$ cat src/hw/lics_pkg.sv
package lics_pkg;

  // ****************************************************************
  // Timing
  // ****************************************************************
  localparam int unsigned CLK_HZ             = 40_000_000;
  localparam int unsigned FLASH_HZ           = 2;
  // Half period of the fault flash, in clock cycles
  localparam int unsigned FLASH_HALF_CYCLES  = CLK_HZ / (FLASH_HZ * 2);
  localparam int unsigned DET_INTERVAL_MS    = 250;
  localparam int unsigned DET_CYCLES         = (CLK_HZ / 1000) * DET_INTERVAL_MS;
  // Fast-charge limit as a multiple of the precharge limit
  localparam int unsigned FAST_TO_PRE_RATIO  = 10;
  // Internal default precharge limit in timer ticks
  localparam int unsigned DEFAULT_PRE_TICKS  = 1800;
  localparam int unsigned TICK_W             = 32;
  localparam int unsigned RATE_W             = 8;
  localparam logic [7:0]  RATE_FULL          = 8'h00_FF;

  // ****************************************************************
  // Timer pin strap decode
  // ****************************************************************
  typedef enum logic [1:0]
  {
    LICS_TMR_RES     = 2'h0_0,
    LICS_TMR_OPEN    = 2'h0_1,
    LICS_TMR_GROUND  = 2'h0_2
  } lics_tmr_mode_t;

  // ****************************************************************
  // Sequencer states, one-hot
  // ****************************************************************
  typedef enum logic [8:0]
  {
    LICS_IDLE     = 9'h0_001,
    LICS_SHORT    = 9'h0_002,
    LICS_PRE      = 9'h0_004,
    LICS_FAST     = 9'h0_008,
    LICS_CV       = 9'h0_010,
    LICS_DONE     = 9'h0_020,
    LICS_DET_DRAW = 9'h0_040,
    LICS_DET_PRE  = 9'h0_080,
    LICS_FAULT    = 9'h0_100
  } lics_state_t;

  // ****************************************************************
  // Carriers
  // ****************************************************************
  typedef struct packed
  {
    logic bat_above_short;
    logic bat_above_lowv;
    logic bat_above_rch;
    logic bat_at_reg;
    logic cur_at_term;
    logic thermal_reg;
    logic dppm_active;
    logic vin_dpm_active;
    logic charge_current_set_above_ilim;
    logic thermal_shutdown;
    logic temp_out_of_range;
  } lics_sense_t;

  typedef struct packed
  {
    logic short_test_current;
    logic precharge_current;
    logic fast_charge_current;
    logic cv_regulate;
    logic detect_draw;
  } lics_drive_t;

endpackage

$ cat src/hw/lics_sync.sv
`timescale 1ns/1ps
// Two-stage synchroniser for a bundle of asynchronous levels
module lics_sync #(
  parameter int unsigned W = 1
) (
  // Clock and reset
  input  wire logic         clk,
  input  wire logic         rst,
  // Levels
  input  wire logic [W-1:0] async_in,
  output logic [W-1:0]      sync_out
);

  logic [W-1:0] meta_reg;

  // First stage feeds only the second stage
  always_ff @(posedge clk or posedge rst)
  begin
    if (rst)
    begin
      meta_reg <= '0;
      sync_out <= '0;
    end
    else
    begin
      meta_reg <= async_in;
      sync_out <= meta_reg;
    end
  end

endmodule

$ cat src/hw/lics_timer.sv
`timescale 1ns/1ps
// Safety timer: fractional-rate accumulator producing ticks, then tick counter
module lics_timer #(
  parameter int unsigned TW = lics_pkg::TICK_W,
  parameter int unsigned RW = lics_pkg::RATE_W
) (
  // Clock and reset
  input  wire logic          clk,
  input  wire logic          rst,
  // Control
  input  wire logic          clear,
  input  wire logic          run,
  input  wire logic [RW-1:0] rate,
  input  wire logic [TW-1:0] limit,
  input  wire logic [31:0]   tick_cycles,
  // Status
  output logic               expired
);

  localparam int unsigned AW = $bits(tick_cycles) + RW;

  logic [AW-1:0] acc_reg;
  logic [TW-1:0] cnt_reg;
  logic [AW-1:0] acc_sum;
  logic [AW-1:0] tick_span;
  logic          tick;

  // A reduced rate stretches each tick in proportion
  assign tick_span = AW'(tick_cycles) * AW'(lics_pkg::RATE_FULL);
  assign acc_sum   = acc_reg + AW'(rate);
  assign tick      = acc_sum >= tick_span;

  // Accumulator: frozen value kept while run and clear are both low
  always_ff @(posedge clk or posedge rst)
  begin
    if (rst)
      acc_reg <= '0;
    else if (clear)
      acc_reg <= '0;
    else if (run)
    begin
      if (tick)
        acc_reg <= acc_sum - tick_span;
      else
        acc_reg <= acc_sum;
    end
  end

  // Tick counter and expiry
  always_ff @(posedge clk or posedge rst)
  begin
    if (rst)
    begin
      cnt_reg <= '0;
      expired <= 1'b0;
    end
    else if (clear)
    begin
      cnt_reg <= '0;
      expired <= 1'b0;
    end
    else if (run && tick)
    begin
      cnt_reg <= cnt_reg + 1'b1;
      if (cnt_reg + 1'b1 >= limit)
        expired <= 1'b1;
    end
  end

endmodule

$ cat src/hw/lics_sequencer.sv
`timescale 1ns/1ps
module lics_sequencer #(
  parameter int unsigned DET_CYC   = lics_pkg::DET_CYCLES,
  parameter int unsigned FLASH_CYC = lics_pkg::FLASH_HALF_CYCLES,
  parameter int unsigned TICK_CYC  = lics_pkg::CLK_HZ,
  parameter int unsigned PRE_DEF   = lics_pkg::DEFAULT_PRE_TICKS
) (
  // Clock and power-on reset
  input  wire logic                      clk,
  input  wire logic                      rst,
  // Host and strap pins
  input  wire logic                      charge_enable_n,
  input  wire logic                      termination_disable,
  input  wire logic                      battery_disconnect,
  input  wire logic                      input_power_ok,
  input  wire logic                      usb_suspend,
  input  wire logic                      overvoltage,
  input  wire lics_pkg::lics_tmr_mode_t  timer_program_pin,
  input  wire logic [lics_pkg::TICK_W-1:0] timer_pre_ticks,
  input  wire logic [lics_pkg::RATE_W-1:0] charge_rate,
  // Comparator flags
  input  wire lics_pkg::lics_sense_t     sense,
  // Analog loop controls
  output lics_pkg::lics_drive_t          drive,
  output logic                           battery_switch,
  // Open-drain status
  output logic                           charge_status_n_out,
  output logic                           charge_status_n_oe,
  // Observation
  output lics_pkg::lics_state_t          state_out,
  output logic                           timer_fault
);

  // ****************************************************************
  // Input synchronisation
  // ****************************************************************
  localparam int unsigned NSYNC = $bits(lics_pkg::lics_sense_t) + 7;

  lics_pkg::lics_sense_t s;
  logic en_n_s;
  logic td_s;
  logic disc_s;
  logic pwr_s;
  logic susp_s;
  logic ovp_s;
  logic [1:0] tmr_s;

  lics_sync #(
    .W (NSYNC + 1)
  ) u_sync (
    .clk      (clk),
    .rst      (rst),
    .async_in ({sense, charge_enable_n, termination_disable, battery_disconnect,
                input_power_ok, usb_suspend, overvoltage, timer_program_pin}),
    .sync_out ({s, en_n_s, td_s, disc_s, pwr_s, susp_s, ovp_s, tmr_s})
  );

  // ****************************************************************
  // Restart events
  // ****************************************************************
  logic en_n_d_reg;
  logic pwr_d_reg;
  logic susp_d_reg;
  logic ovp_d_reg;
  logic restart;
  logic active;

  // Edge history; reset matches the cleared synchroniser, so no false edge
  always_ff @(posedge clk or posedge rst)
  begin
    if (rst)
    begin
      en_n_d_reg <= 1'b0;
      pwr_d_reg  <= 1'b0;
      susp_d_reg <= 1'b0;
      ovp_d_reg  <= 1'b0;
    end
    else
    begin
      en_n_d_reg <= en_n_s;
      pwr_d_reg  <= pwr_s;
      susp_d_reg <= susp_s;
      ovp_d_reg  <= ovp_s;
    end
  end

  // Any toggle of enable, power or suspend, or an overvoltage exit, restarts the cycle
  assign restart = (en_n_d_reg != en_n_s) || (pwr_d_reg != pwr_s) ||
                   (susp_d_reg != susp_s) || (ovp_d_reg && !ovp_s);
  assign active  = !en_n_s && pwr_s && !susp_s && !ovp_s;

  // ****************************************************************
  // Charge state machine
  // ****************************************************************
  lics_pkg::lics_state_t state_reg;
  lics_pkg::lics_state_t state_next;
  logic [31:0] det_cnt_reg;
  logic        det_done;
  logic        pre_exp;
  logic        fast_exp;
  logic        term_ok;
  logic        current_reduced;
  logic        first_cycle_reg;
  logic        td_released_reg;

  assign det_done = det_cnt_reg >= DET_CYC;
  // Loops that cut current make the taper look like termination
  assign current_reduced = s.thermal_reg || s.dppm_active || s.vin_dpm_active;
  assign term_ok = s.cur_at_term && !current_reduced;

  // Next-state decode
  always_comb
  begin
    state_next = state_reg;
    case (state_reg)
      lics_pkg::LICS_IDLE:
        if (active)
          state_next = lics_pkg::LICS_SHORT;
      lics_pkg::LICS_SHORT:
        if (s.bat_above_short)
          state_next = lics_pkg::LICS_PRE;
      lics_pkg::LICS_PRE:
        if (pre_exp)
          state_next = lics_pkg::LICS_FAULT;
        else if (s.bat_above_lowv)
          state_next = lics_pkg::LICS_FAST;
      lics_pkg::LICS_FAST:
        if (fast_exp)
          state_next = lics_pkg::LICS_FAULT;
        else if (s.bat_at_reg)
          state_next = lics_pkg::LICS_CV;
      lics_pkg::LICS_CV:
        if (fast_exp)
          state_next = lics_pkg::LICS_FAULT;
        else if (term_ok && !td_s)
          state_next = lics_pkg::LICS_DONE;
      lics_pkg::LICS_DONE:
        if (!s.bat_above_rch && !td_s)
          state_next = lics_pkg::LICS_DET_DRAW;
      lics_pkg::LICS_DET_DRAW:
        if (!s.bat_above_lowv)
          state_next = lics_pkg::LICS_DET_PRE;
        else if (det_done)
          state_next = lics_pkg::LICS_SHORT;
      lics_pkg::LICS_DET_PRE:
        if (det_done)
          state_next = s.bat_above_rch ? lics_pkg::LICS_DET_DRAW
                                       : lics_pkg::LICS_SHORT;
      lics_pkg::LICS_FAULT:
        state_next = lics_pkg::LICS_FAULT;
      default:
        state_next = lics_pkg::LICS_IDLE;
    endcase
    if (!active || restart)
      state_next = lics_pkg::LICS_IDLE;
  end

  // State register
  always_ff @(posedge clk or posedge rst)
  begin
    if (rst)
      state_reg <= lics_pkg::LICS_IDLE;
    else
      state_reg <= state_next;
  end

  // Detection interval counter, restarted on each detection step
  always_ff @(posedge clk or posedge rst)
  begin
    if (rst)
      det_cnt_reg <= '0;
    else if (state_next != state_reg)
      det_cnt_reg <= '0;
    else if (!det_done)
      det_cnt_reg <= det_cnt_reg + 32'h0000_0001;
  end

  // First-cycle flag: set on power-up and on any enable, power or suspend toggle or overvoltage exit
  always_ff @(posedge clk or posedge rst)
  begin
    if (rst)
      first_cycle_reg <= 1'b1;
    else if (restart)
      first_cycle_reg <= 1'b1;
    else if (state_reg == lics_pkg::LICS_DONE)
      first_cycle_reg <= 1'b0;
  end

  // Release latch for the no-termination mode; held until a toggle
  always_ff @(posedge clk or posedge rst)
  begin
    if (rst)
      td_released_reg <= 1'b0;
    else if (restart)
      td_released_reg <= 1'b0;
    else if (td_s && state_reg == lics_pkg::LICS_CV && s.cur_at_term)
      td_released_reg <= 1'b1;
  end

  // ****************************************************************
  // Safety timers
  // ****************************************************************
  logic                        timers_on;
  logic                        frozen;
  logic [lics_pkg::TICK_W-1:0] pre_limit;
  logic [lics_pkg::TICK_W-1:0] fast_limit;
  logic [lics_pkg::RATE_W-1:0] fast_rate;

  assign timers_on = !td_s && (tmr_s != lics_pkg::LICS_TMR_GROUND);
  assign frozen    = s.thermal_shutdown || s.temp_out_of_range;
  assign pre_limit = (tmr_s == lics_pkg::LICS_TMR_OPEN) ?
                     lics_pkg::TICK_W'(PRE_DEF) : timer_pre_ticks;
  assign fast_limit = lics_pkg::TICK_W'(pre_limit * lics_pkg::FAST_TO_PRE_RATIO);
  // Rate falls with any current-limiting loop or input limit below set current
  assign fast_rate = (current_reduced || s.charge_current_set_above_ilim) ?
                     charge_rate : lics_pkg::RATE_FULL;

  lics_timer u_pre_timer (
    .clk         (clk),
    .rst         (rst),
    .clear       (state_reg != lics_pkg::LICS_PRE),
    .run         (timers_on && !frozen),
    .rate        (lics_pkg::RATE_FULL),
    .limit       (pre_limit),
    .tick_cycles (TICK_CYC),
    .expired     (pre_exp)
  );

  lics_timer u_fast_timer (
    .clk         (clk),
    .rst         (rst),
    .clear       (state_reg != lics_pkg::LICS_FAST && state_reg != lics_pkg::LICS_CV),
    .run         (timers_on && !frozen),
    .rate        (fast_rate),
    .limit       (fast_limit),
    .tick_cycles (TICK_CYC),
    .expired     (fast_exp)
  );

  // ****************************************************************
  // Fault flash
  // ****************************************************************
  logic [31:0] flash_cnt_reg;
  logic        flash_reg;

  // Half-period counter toggles the flash phase
  always_ff @(posedge clk or posedge rst)
  begin
    if (rst)
    begin
      flash_cnt_reg <= '0;
      flash_reg     <= 1'b0;
    end
    else if (state_reg != lics_pkg::LICS_FAULT)
    begin
      flash_cnt_reg <= '0;
      flash_reg     <= 1'b0;
    end
    else if (flash_cnt_reg >= FLASH_CYC - 1)
    begin
      flash_cnt_reg <= '0;
      flash_reg     <= !flash_reg;
    end
    else
      flash_cnt_reg <= flash_cnt_reg + 32'h0000_0001;
  end

  // ****************************************************************
  // Outputs, all registered
  // ****************************************************************
  logic charging_now;
  assign charging_now = state_reg == lics_pkg::LICS_SHORT || state_reg == lics_pkg::LICS_PRE ||
                        state_reg == lics_pkg::LICS_FAST  || state_reg == lics_pkg::LICS_CV;

  // Analog loop enables; temperature fault suspends precharge, fast and CV current but keeps state
  always_ff @(posedge clk or posedge rst)
  begin
    if (rst)
      drive <= '0;
    else
    begin
      drive.short_test_current  <= state_next == lics_pkg::LICS_SHORT;
      drive.precharge_current   <= !s.temp_out_of_range &&
                                   (state_next == lics_pkg::LICS_PRE ||
                                    state_next == lics_pkg::LICS_DET_PRE);
      drive.fast_charge_current <= !s.temp_out_of_range &&
                                   state_next == lics_pkg::LICS_FAST;
      drive.cv_regulate         <= !s.temp_out_of_range &&
                                   state_next == lics_pkg::LICS_CV;
      drive.detect_draw         <= state_next == lics_pkg::LICS_DET_DRAW;
    end
  end

  // Battery switch opens while disconnect is requested
  always_ff @(posedge clk or posedge rst)
  begin
    if (rst)
      battery_switch <= 1'b0;
    else
      battery_switch <= !disc_s;
  end

  // Open-drain status: enable high pulls the pin low
  always_ff @(posedge clk or posedge rst)
  begin
    if (rst)
    begin
      charge_status_n_out <= 1'b0;
      charge_status_n_oe  <= 1'b0;
    end
    else
    begin
      charge_status_n_out <= 1'b0;
      if (disc_s)
        charge_status_n_oe <= 1'b1;
      else if (state_reg == lics_pkg::LICS_FAULT)
        charge_status_n_oe <= flash_reg;
      else
        charge_status_n_oe <= charging_now && first_cycle_reg && !td_released_reg;
    end
  end

  // Observation registers
  always_ff @(posedge clk or posedge rst)
  begin
    if (rst)
    begin
      state_out   <= lics_pkg::LICS_IDLE;
      timer_fault <= 1'b0;
    end
    else
    begin
      state_out   <= state_reg;
      timer_fault <= state_reg == lics_pkg::LICS_FAULT;
    end
  end

endmodule

$ cat config.mk
export PLATFORM = sky130hd
export DESIGN_NAME = lics_sequencer
export DESIGN_NICKNAME = d
export VERILOG_FILES = /design/src/hw/lics_pkg.sv /design/src/hw/lics_sync.sv /design/src/hw/lics_timer.sv /design/src/hw/lics_sequencer.sv
export SDC_FILE = /design/constraint.sdc
export NUM_CORES = 1
export LEC_CHECK = 0
export BUFFER_PORTS_ARGS = -buffer_cell sky130_fd_sc_hd__buf_4
export CAP_MARGIN = 5
export CORE_MARGIN = 1
export CORE_UTILIZATION = 58
export DETAILED_ROUTE_END_ITERATION = 7
export GPL_TIMING_DRIVEN = 0
export MAX_ROUTING_LAYER = met4
export PLACE_DENSITY_LB_ADDON = 0.05
export SLEW_MARGIN = 20
export SYNTH_ARGS = -nofsm -noshare
export SYNTH_HDL_FRONTEND = slang
export SYNTH_SLANG_ARGS = --single-unit
$ cat constraint.sdc
create_clock -name clk -period 11.6 [get_ports clk]
set_input_delay 2.32 -clock clk [delete_from_list [all_inputs] [get_ports clk]]
set_output_delay 2.32 -clock clk [all_outputs]
set_load 0.005 [all_outputs]
==> impl_summary.md <==
Setup path
The worst reg2reg path depth is 26. The worst-path maximum fanout is 10. The worst register-to-register path has a setup slack of between 5 and 6 ns. The worst setup path is captured at a flip-flop. The sort of element at the start of the critical path is an input port. The endpoint of the most critical register-to-register path is u_fast_timer.expired. The arrival time at the worst endpoint is approximately 7.3 ns.

The required time at the worst-slack endpoint is ~12 ns. In this run the critical register-to-register path is launched from u_sync.sync_out[0]. The classification of the worst setup path is input port to flip-flop.

Placed design
The worst setup slack after placement is 4.26 ns. The placed wire-length estimate after detailed placement is just under 40 mm. The placer's final routability congestion estimate is 0.979. The cell area reported after detailed placement is approximately 21000 µm².

During placement, the flow inserted port buffers numbering 76.

Logic synthesis
The combined area of all synthesized cells is 19700 µm². The post-synthesis register bit count is ~280. The netlist uses 96 different library cells. The share of async-settable or async-resettable flops after synthesis is 100%. The synthesis warning total is 0.

Summing the sequential cell areas from Yosys gives 35.7% of the chip area. The post-synthesis cell count is approximately 2300. In the synthesized netlist the dominant register cell turns out to be sky130_fd_sc_hd__dfrtp_1.

Averaged over all synthesized cells, the footprint is 8.51 µm². Yosys mapped a number of flops with a built-in enable equal to 0.

Clock tree
The root buffer cell chosen for the clock tree is sky130_fd_sc_hd__clkbuf_16. The CTS H-tree depth is 2. TritonCTS created 34 clock buffers. The clock edge transition at the registers on the reported setup and hold paths is 0.06 ns. Clock latency on the worst-skew pair, taken at its later pin, is 0.56 ns. The number of hold buffers added after CTS was 0.

The TritonCTS clock tree is done. Once the clock tree was built, the setup fixing pass inserted 0 buffers. The total of cells resized after clock tree synthesis is 0. For this design, the sink count on the clock tree is ~280. The largest buffer count on any clock path is 3.

Power and ir drop
Summed over all cells, the static leakage comes to 9.60 nW. The worst-case IR drop observed on VDD is 0.000130 V. The overall power of the completed layout is 2.38 mW. The power share of the clock group is ~47%. Cell internal power was estimated by the tool at 1.77 mW.

Net switching is 25.8% of the power. The share of total power dissipated in sequential elements is 42.8%. The power density normalized to cell area is approximately 110 nW/µm². The proportion of power drawn by combinational gates is 10.2%. The net switching power is 0.613 mW.

Final layout
The layout cell share with drive strength beyond 1 is between 9 and 10%. Summing all non-filler instances in the final layout gives an area of 22100 µm². The filler cells instantiated in the layout total approximately 2800.

The layout-stage area growth over the synthesis result is 12.2%. After the last flow step, the layout net total stands at 2613. 0 antenna diodes ended up in the layout.

STA
The upper clock frequency limit is 145 MHz. The share of the cycle needed by the critical path after routing is 59.6%. Measured against its own limit, the worst slew margin works out to between 20% and 30%. Setup violations remaining at the end of the flow were counted as 0. Setup repair after global routing left no endpoint under its margin. For the pin with the worst max-slew slack, the measured transition is roughly 1.1 ns. The routed design could run at a clock period as short as between 6 and 7 ns. The final worst slack is 4.69 ns.

The number of failing hold endpoints at the final stage came to 0. On the final layout, the worst clock skew is 0.0221 ns. The total count of max-transition violations in the final report came to 0. For the final routed database, the setup TNS stands at 0 ns.

Global routing
The number of global-route vias before repair is roughly 17000. Summed over all layers, the global routing overflow is 0. The initial antenna violation count was 0. The pin count of the biggest net entering global routing is between 100 and 150. The global router's overall resource usage is a little under a third. The global-route wire length before repair is between 80 and 90 mm.

Detailed routing
In the final routed layout, each cell accounts on average for roughly 18 µm. In the routed design, unresolved DRC markers number 0. The first-pass detailed-route iteration total is 5. The residual antenna-violating net count after detailed routing is 0. For this block, the initial DRC count from the detailed router was between 1000 and 1500. The average vias per placed instance is 6.01. Across all layers, the routed design uses between 15000 and 20000 vias.

After detailed routing, the total wire length is 52.9 mm.

Job
The tool flagged a number of max-cap violations equal to 0.

Die
For this configuration, the core starts out at a cell density of between 50% and 60%. From bottom edge to top edge, the die measures roughly 190 µm. In this run the standard cell core region covers 33400 µm².

The number of standard-cell rows in the floorplan is 67. In this run the horizontal extent of the chip is 186 µm. The number of primary I/O pins is 79. The die covers 34700 µm².

Run status
The run finished with clean final reports.

Worst hold path
In this run the most critical hold path is launched from u_sync.meta_reg[11]. The number of cells on the worst hold path is 0. The path class of the lowest-slack min-delay path is flip-flop to flip-flop.

The path with the worst hold slack has its endpoint at u_sync.sync_out[11].
-- how the worst max path moves through the flow --
stage / to / depth (start not counted) / start / slack [ns]
floorplan: battery_switch / 1 / rst / 1.53
global placement: u_fast_timer.acc_reg[6] / 2 / rst / -1.45
detailed placement: u_fast_timer.acc_reg[39] / 20 / charge_rate[5] / 4.26
CTS: u_fast_timer.acc_reg[39] / 20 / charge_rate[5] / 4.82
global route: u_fast_timer.cnt_reg[6] / 16 / charge_rate[1] / 4.42
finish: u_fast_timer.acc_reg[39] / 20 / charge_rate[5] / 4.69
-- Yosys cell counts, types with 6 or more instances --
master / n / share of area [%]
sky130_fd_sc_hd__buf_4: 6 / 0.23
sky130_fd_sc_hd__o21a_1: 15 / 0.57
sky130_fd_sc_hd__nand2_1: 239 / 4.6
sky130_fd_sc_hd__inv_1: 65 / 1.2
sky130_fd_sc_hd__ha_1: 112 / 7.1
sky130_fd_sc_hd__or2_2: 19 / 0.60
sky130_fd_sc_hd__buf_2: 15 / 0.38
sky130_fd_sc_hd__clkbuf_1: 66 / 1.3
sky130_fd_sc_hd__and2_1: 7 / 0.22
sky130_fd_sc_hd__nand3_1: 78 / 2.0
sky130_fd_sc_hd__buf_6: 7 / 0.40
sky130_fd_sc_hd__o22ai_1: 8 / 0.25
sky130_fd_sc_hd__a21oi_1: 143 / 3.6
sky130_fd_sc_hd__a2111oi_0: 7 / 0.31
sky130_fd_sc_hd__nor4b_1: 6 / 0.27
sky130_fd_sc_hd__nor3_1: 46 / 1.2
sky130_fd_sc_hd__nor4_1: 27 / 0.86
sky130_fd_sc_hd__a211oi_1: 14 / 0.53
sky130_fd_sc_hd__nand3b_1: 7 / 0.27
sky130_fd_sc_hd__and3_1: 59 / 1.9
sky130_fd_sc_hd__o2111ai_1: 8 / 0.36
sky130_fd_sc_hd__a31oi_1: 20 / 0.64
sky130_fd_sc_hd__nor2_1: 339 / 6.5
sky130_fd_sc_hd__nand4_1: 52 / 1.7
sky130_fd_sc_hd__or4_1: 11 / 0.42
sky130_fd_sc_hd__nand2b_1: 21 / 0.67
sky130_fd_sc_hd__xor2_1: 160 / 7.1
sky130_fd_sc_hd__or3_1: 35 / 1.1
sky130_fd_sc_hd__and4_1: 15 / 0.67
sky130_fd_sc_hd__o211ai_1: 9 / 0.34
sky130_fd_sc_hd__o21ai_0: 89 / 2.3
sky130_fd_sc_hd__o31ai_1: 8 / 0.30
sky130_fd_sc_hd__dfrtp_1: 278 / 35
sky130_fd_sc_hd__a21o_1: 30 / 1.1
sky130_fd_sc_hd__xnor2_1: 147 / 6.5
sky130_fd_sc_hd__nor2b_1: 17 / 0.54
-- per-stage QoR --
| stage | instances | hold WS (ns) | util, % |
|---|---|---|---|
| after detailed placement | 2850 | 0.335 | 62.6 |
| after global placement | 2847 | 0.332 | 62.4 |
| after floorplan | 2323 | 0.331 | - |
| after global routing | 2910 | 0.347 | 66.1 |
| after CTS | 2910 | 0.348 | 66.1 |
| final | 2910 | 0.345 | 66.1 |
-- cell families after synthesis --
family | Yosys count | synth area share (%)
other | 1 | 0.0190
multiplexers | 6 | 0.311
buffers and inverters | 160 | 3.58
flip-flops | 281 | 35.7
AO/OA/AOI/OAI | 435 | 14.3
adder cells (fa/ha/maj) | 117 | 7.47
AND/OR/NAND/NOR | 1008 | 25.0
XOR/XNOR | 307 | 13.7
-- critical path, cell delays in order --
cell	delay, ns
sky130_fd_sc_hd__buf_4	0.10
sky130_fd_sc_hd__or2_2	0.34
sky130_fd_sc_hd__ha_1	0.19
sky130_fd_sc_hd__clkbuf_1	0.19
sky130_fd_sc_hd__or3_2	0.56
sky130_fd_sc_hd__o21ai_1	0.58
sky130_fd_sc_hd__clkbuf_1	0.50
sky130_fd_sc_hd__nor2_1	0.17
sky130_fd_sc_hd__xor2_1	0.19
sky130_fd_sc_hd__ha_1	0.26
sky130_fd_sc_hd__inv_1	0.10
sky130_fd_sc_hd__nand3_1	0.08
sky130_fd_sc_hd__a221o_1	0.34
sky130_fd_sc_hd__a31o_2	0.29
sky130_fd_sc_hd__nand3_1	0.13
sky130_fd_sc_hd__a211oi_1	0.13
sky130_fd_sc_hd__or4_1	0.44
sky130_fd_sc_hd__a21oi_1	0.19
sky130_fd_sc_hd__xnor2_1	0.14
sky130_fd_sc_hd__nor2_1	0.06
-- cell type report --
class,count,area (µm²),share of cell area (%)
multi-input combinational,1882,12000,54.3
buffer,95,460,2.08
clock inverter,11,180,0.815
timing repair buffer,79,633,2.86
clock buffer,49,987,4.47
inverter,65,251,1.14
tap,448,561,2.54
sequential,281,7040,31.8
-- layer usage --
layer  vias up  GRT usage, %  wire (µm)
li1       8368             -          -
met1      8457          40.8      23800
met2       566          51.7      24900
met3       104          3.97       2720
met4         0          11.4       1550
met5         -             -          0
-- placed cells by master (no fill, tap or decap), drive strengths merged, types with 8 or more instances in the layout --
master	n
o21ai	95
nand2	239
o22ai	8
a211oi	17
conb	9
nand2b	21
or2	20
xnor2	147
nor2	342
o2111ai	8
nor3	49
o211ai	11
nor2b	17
and4	15
o21a	15
ha	112
and3	60
or3	37
nand3	78
nor4	33
nand4	54
or4	11
a21o	30
a31oi	20
a21oi	144
buf	107
dfrtp	278
clkbuf	116
o31ai	8
inv	67
xor2	160
-- power groups by stage --
stage	registers [mW]	clock network, mW	logic, mW
after CTS	1.02	1.14	0.244
after detailed placement	1.04	0	0.242
final	1.02	1.12	0.244
after global routing	1.02	1.18	0.276
after floorplan	1.03	0	0.170
after global placement	1.04	0	0.232
(Power assumes the default switching activity.)
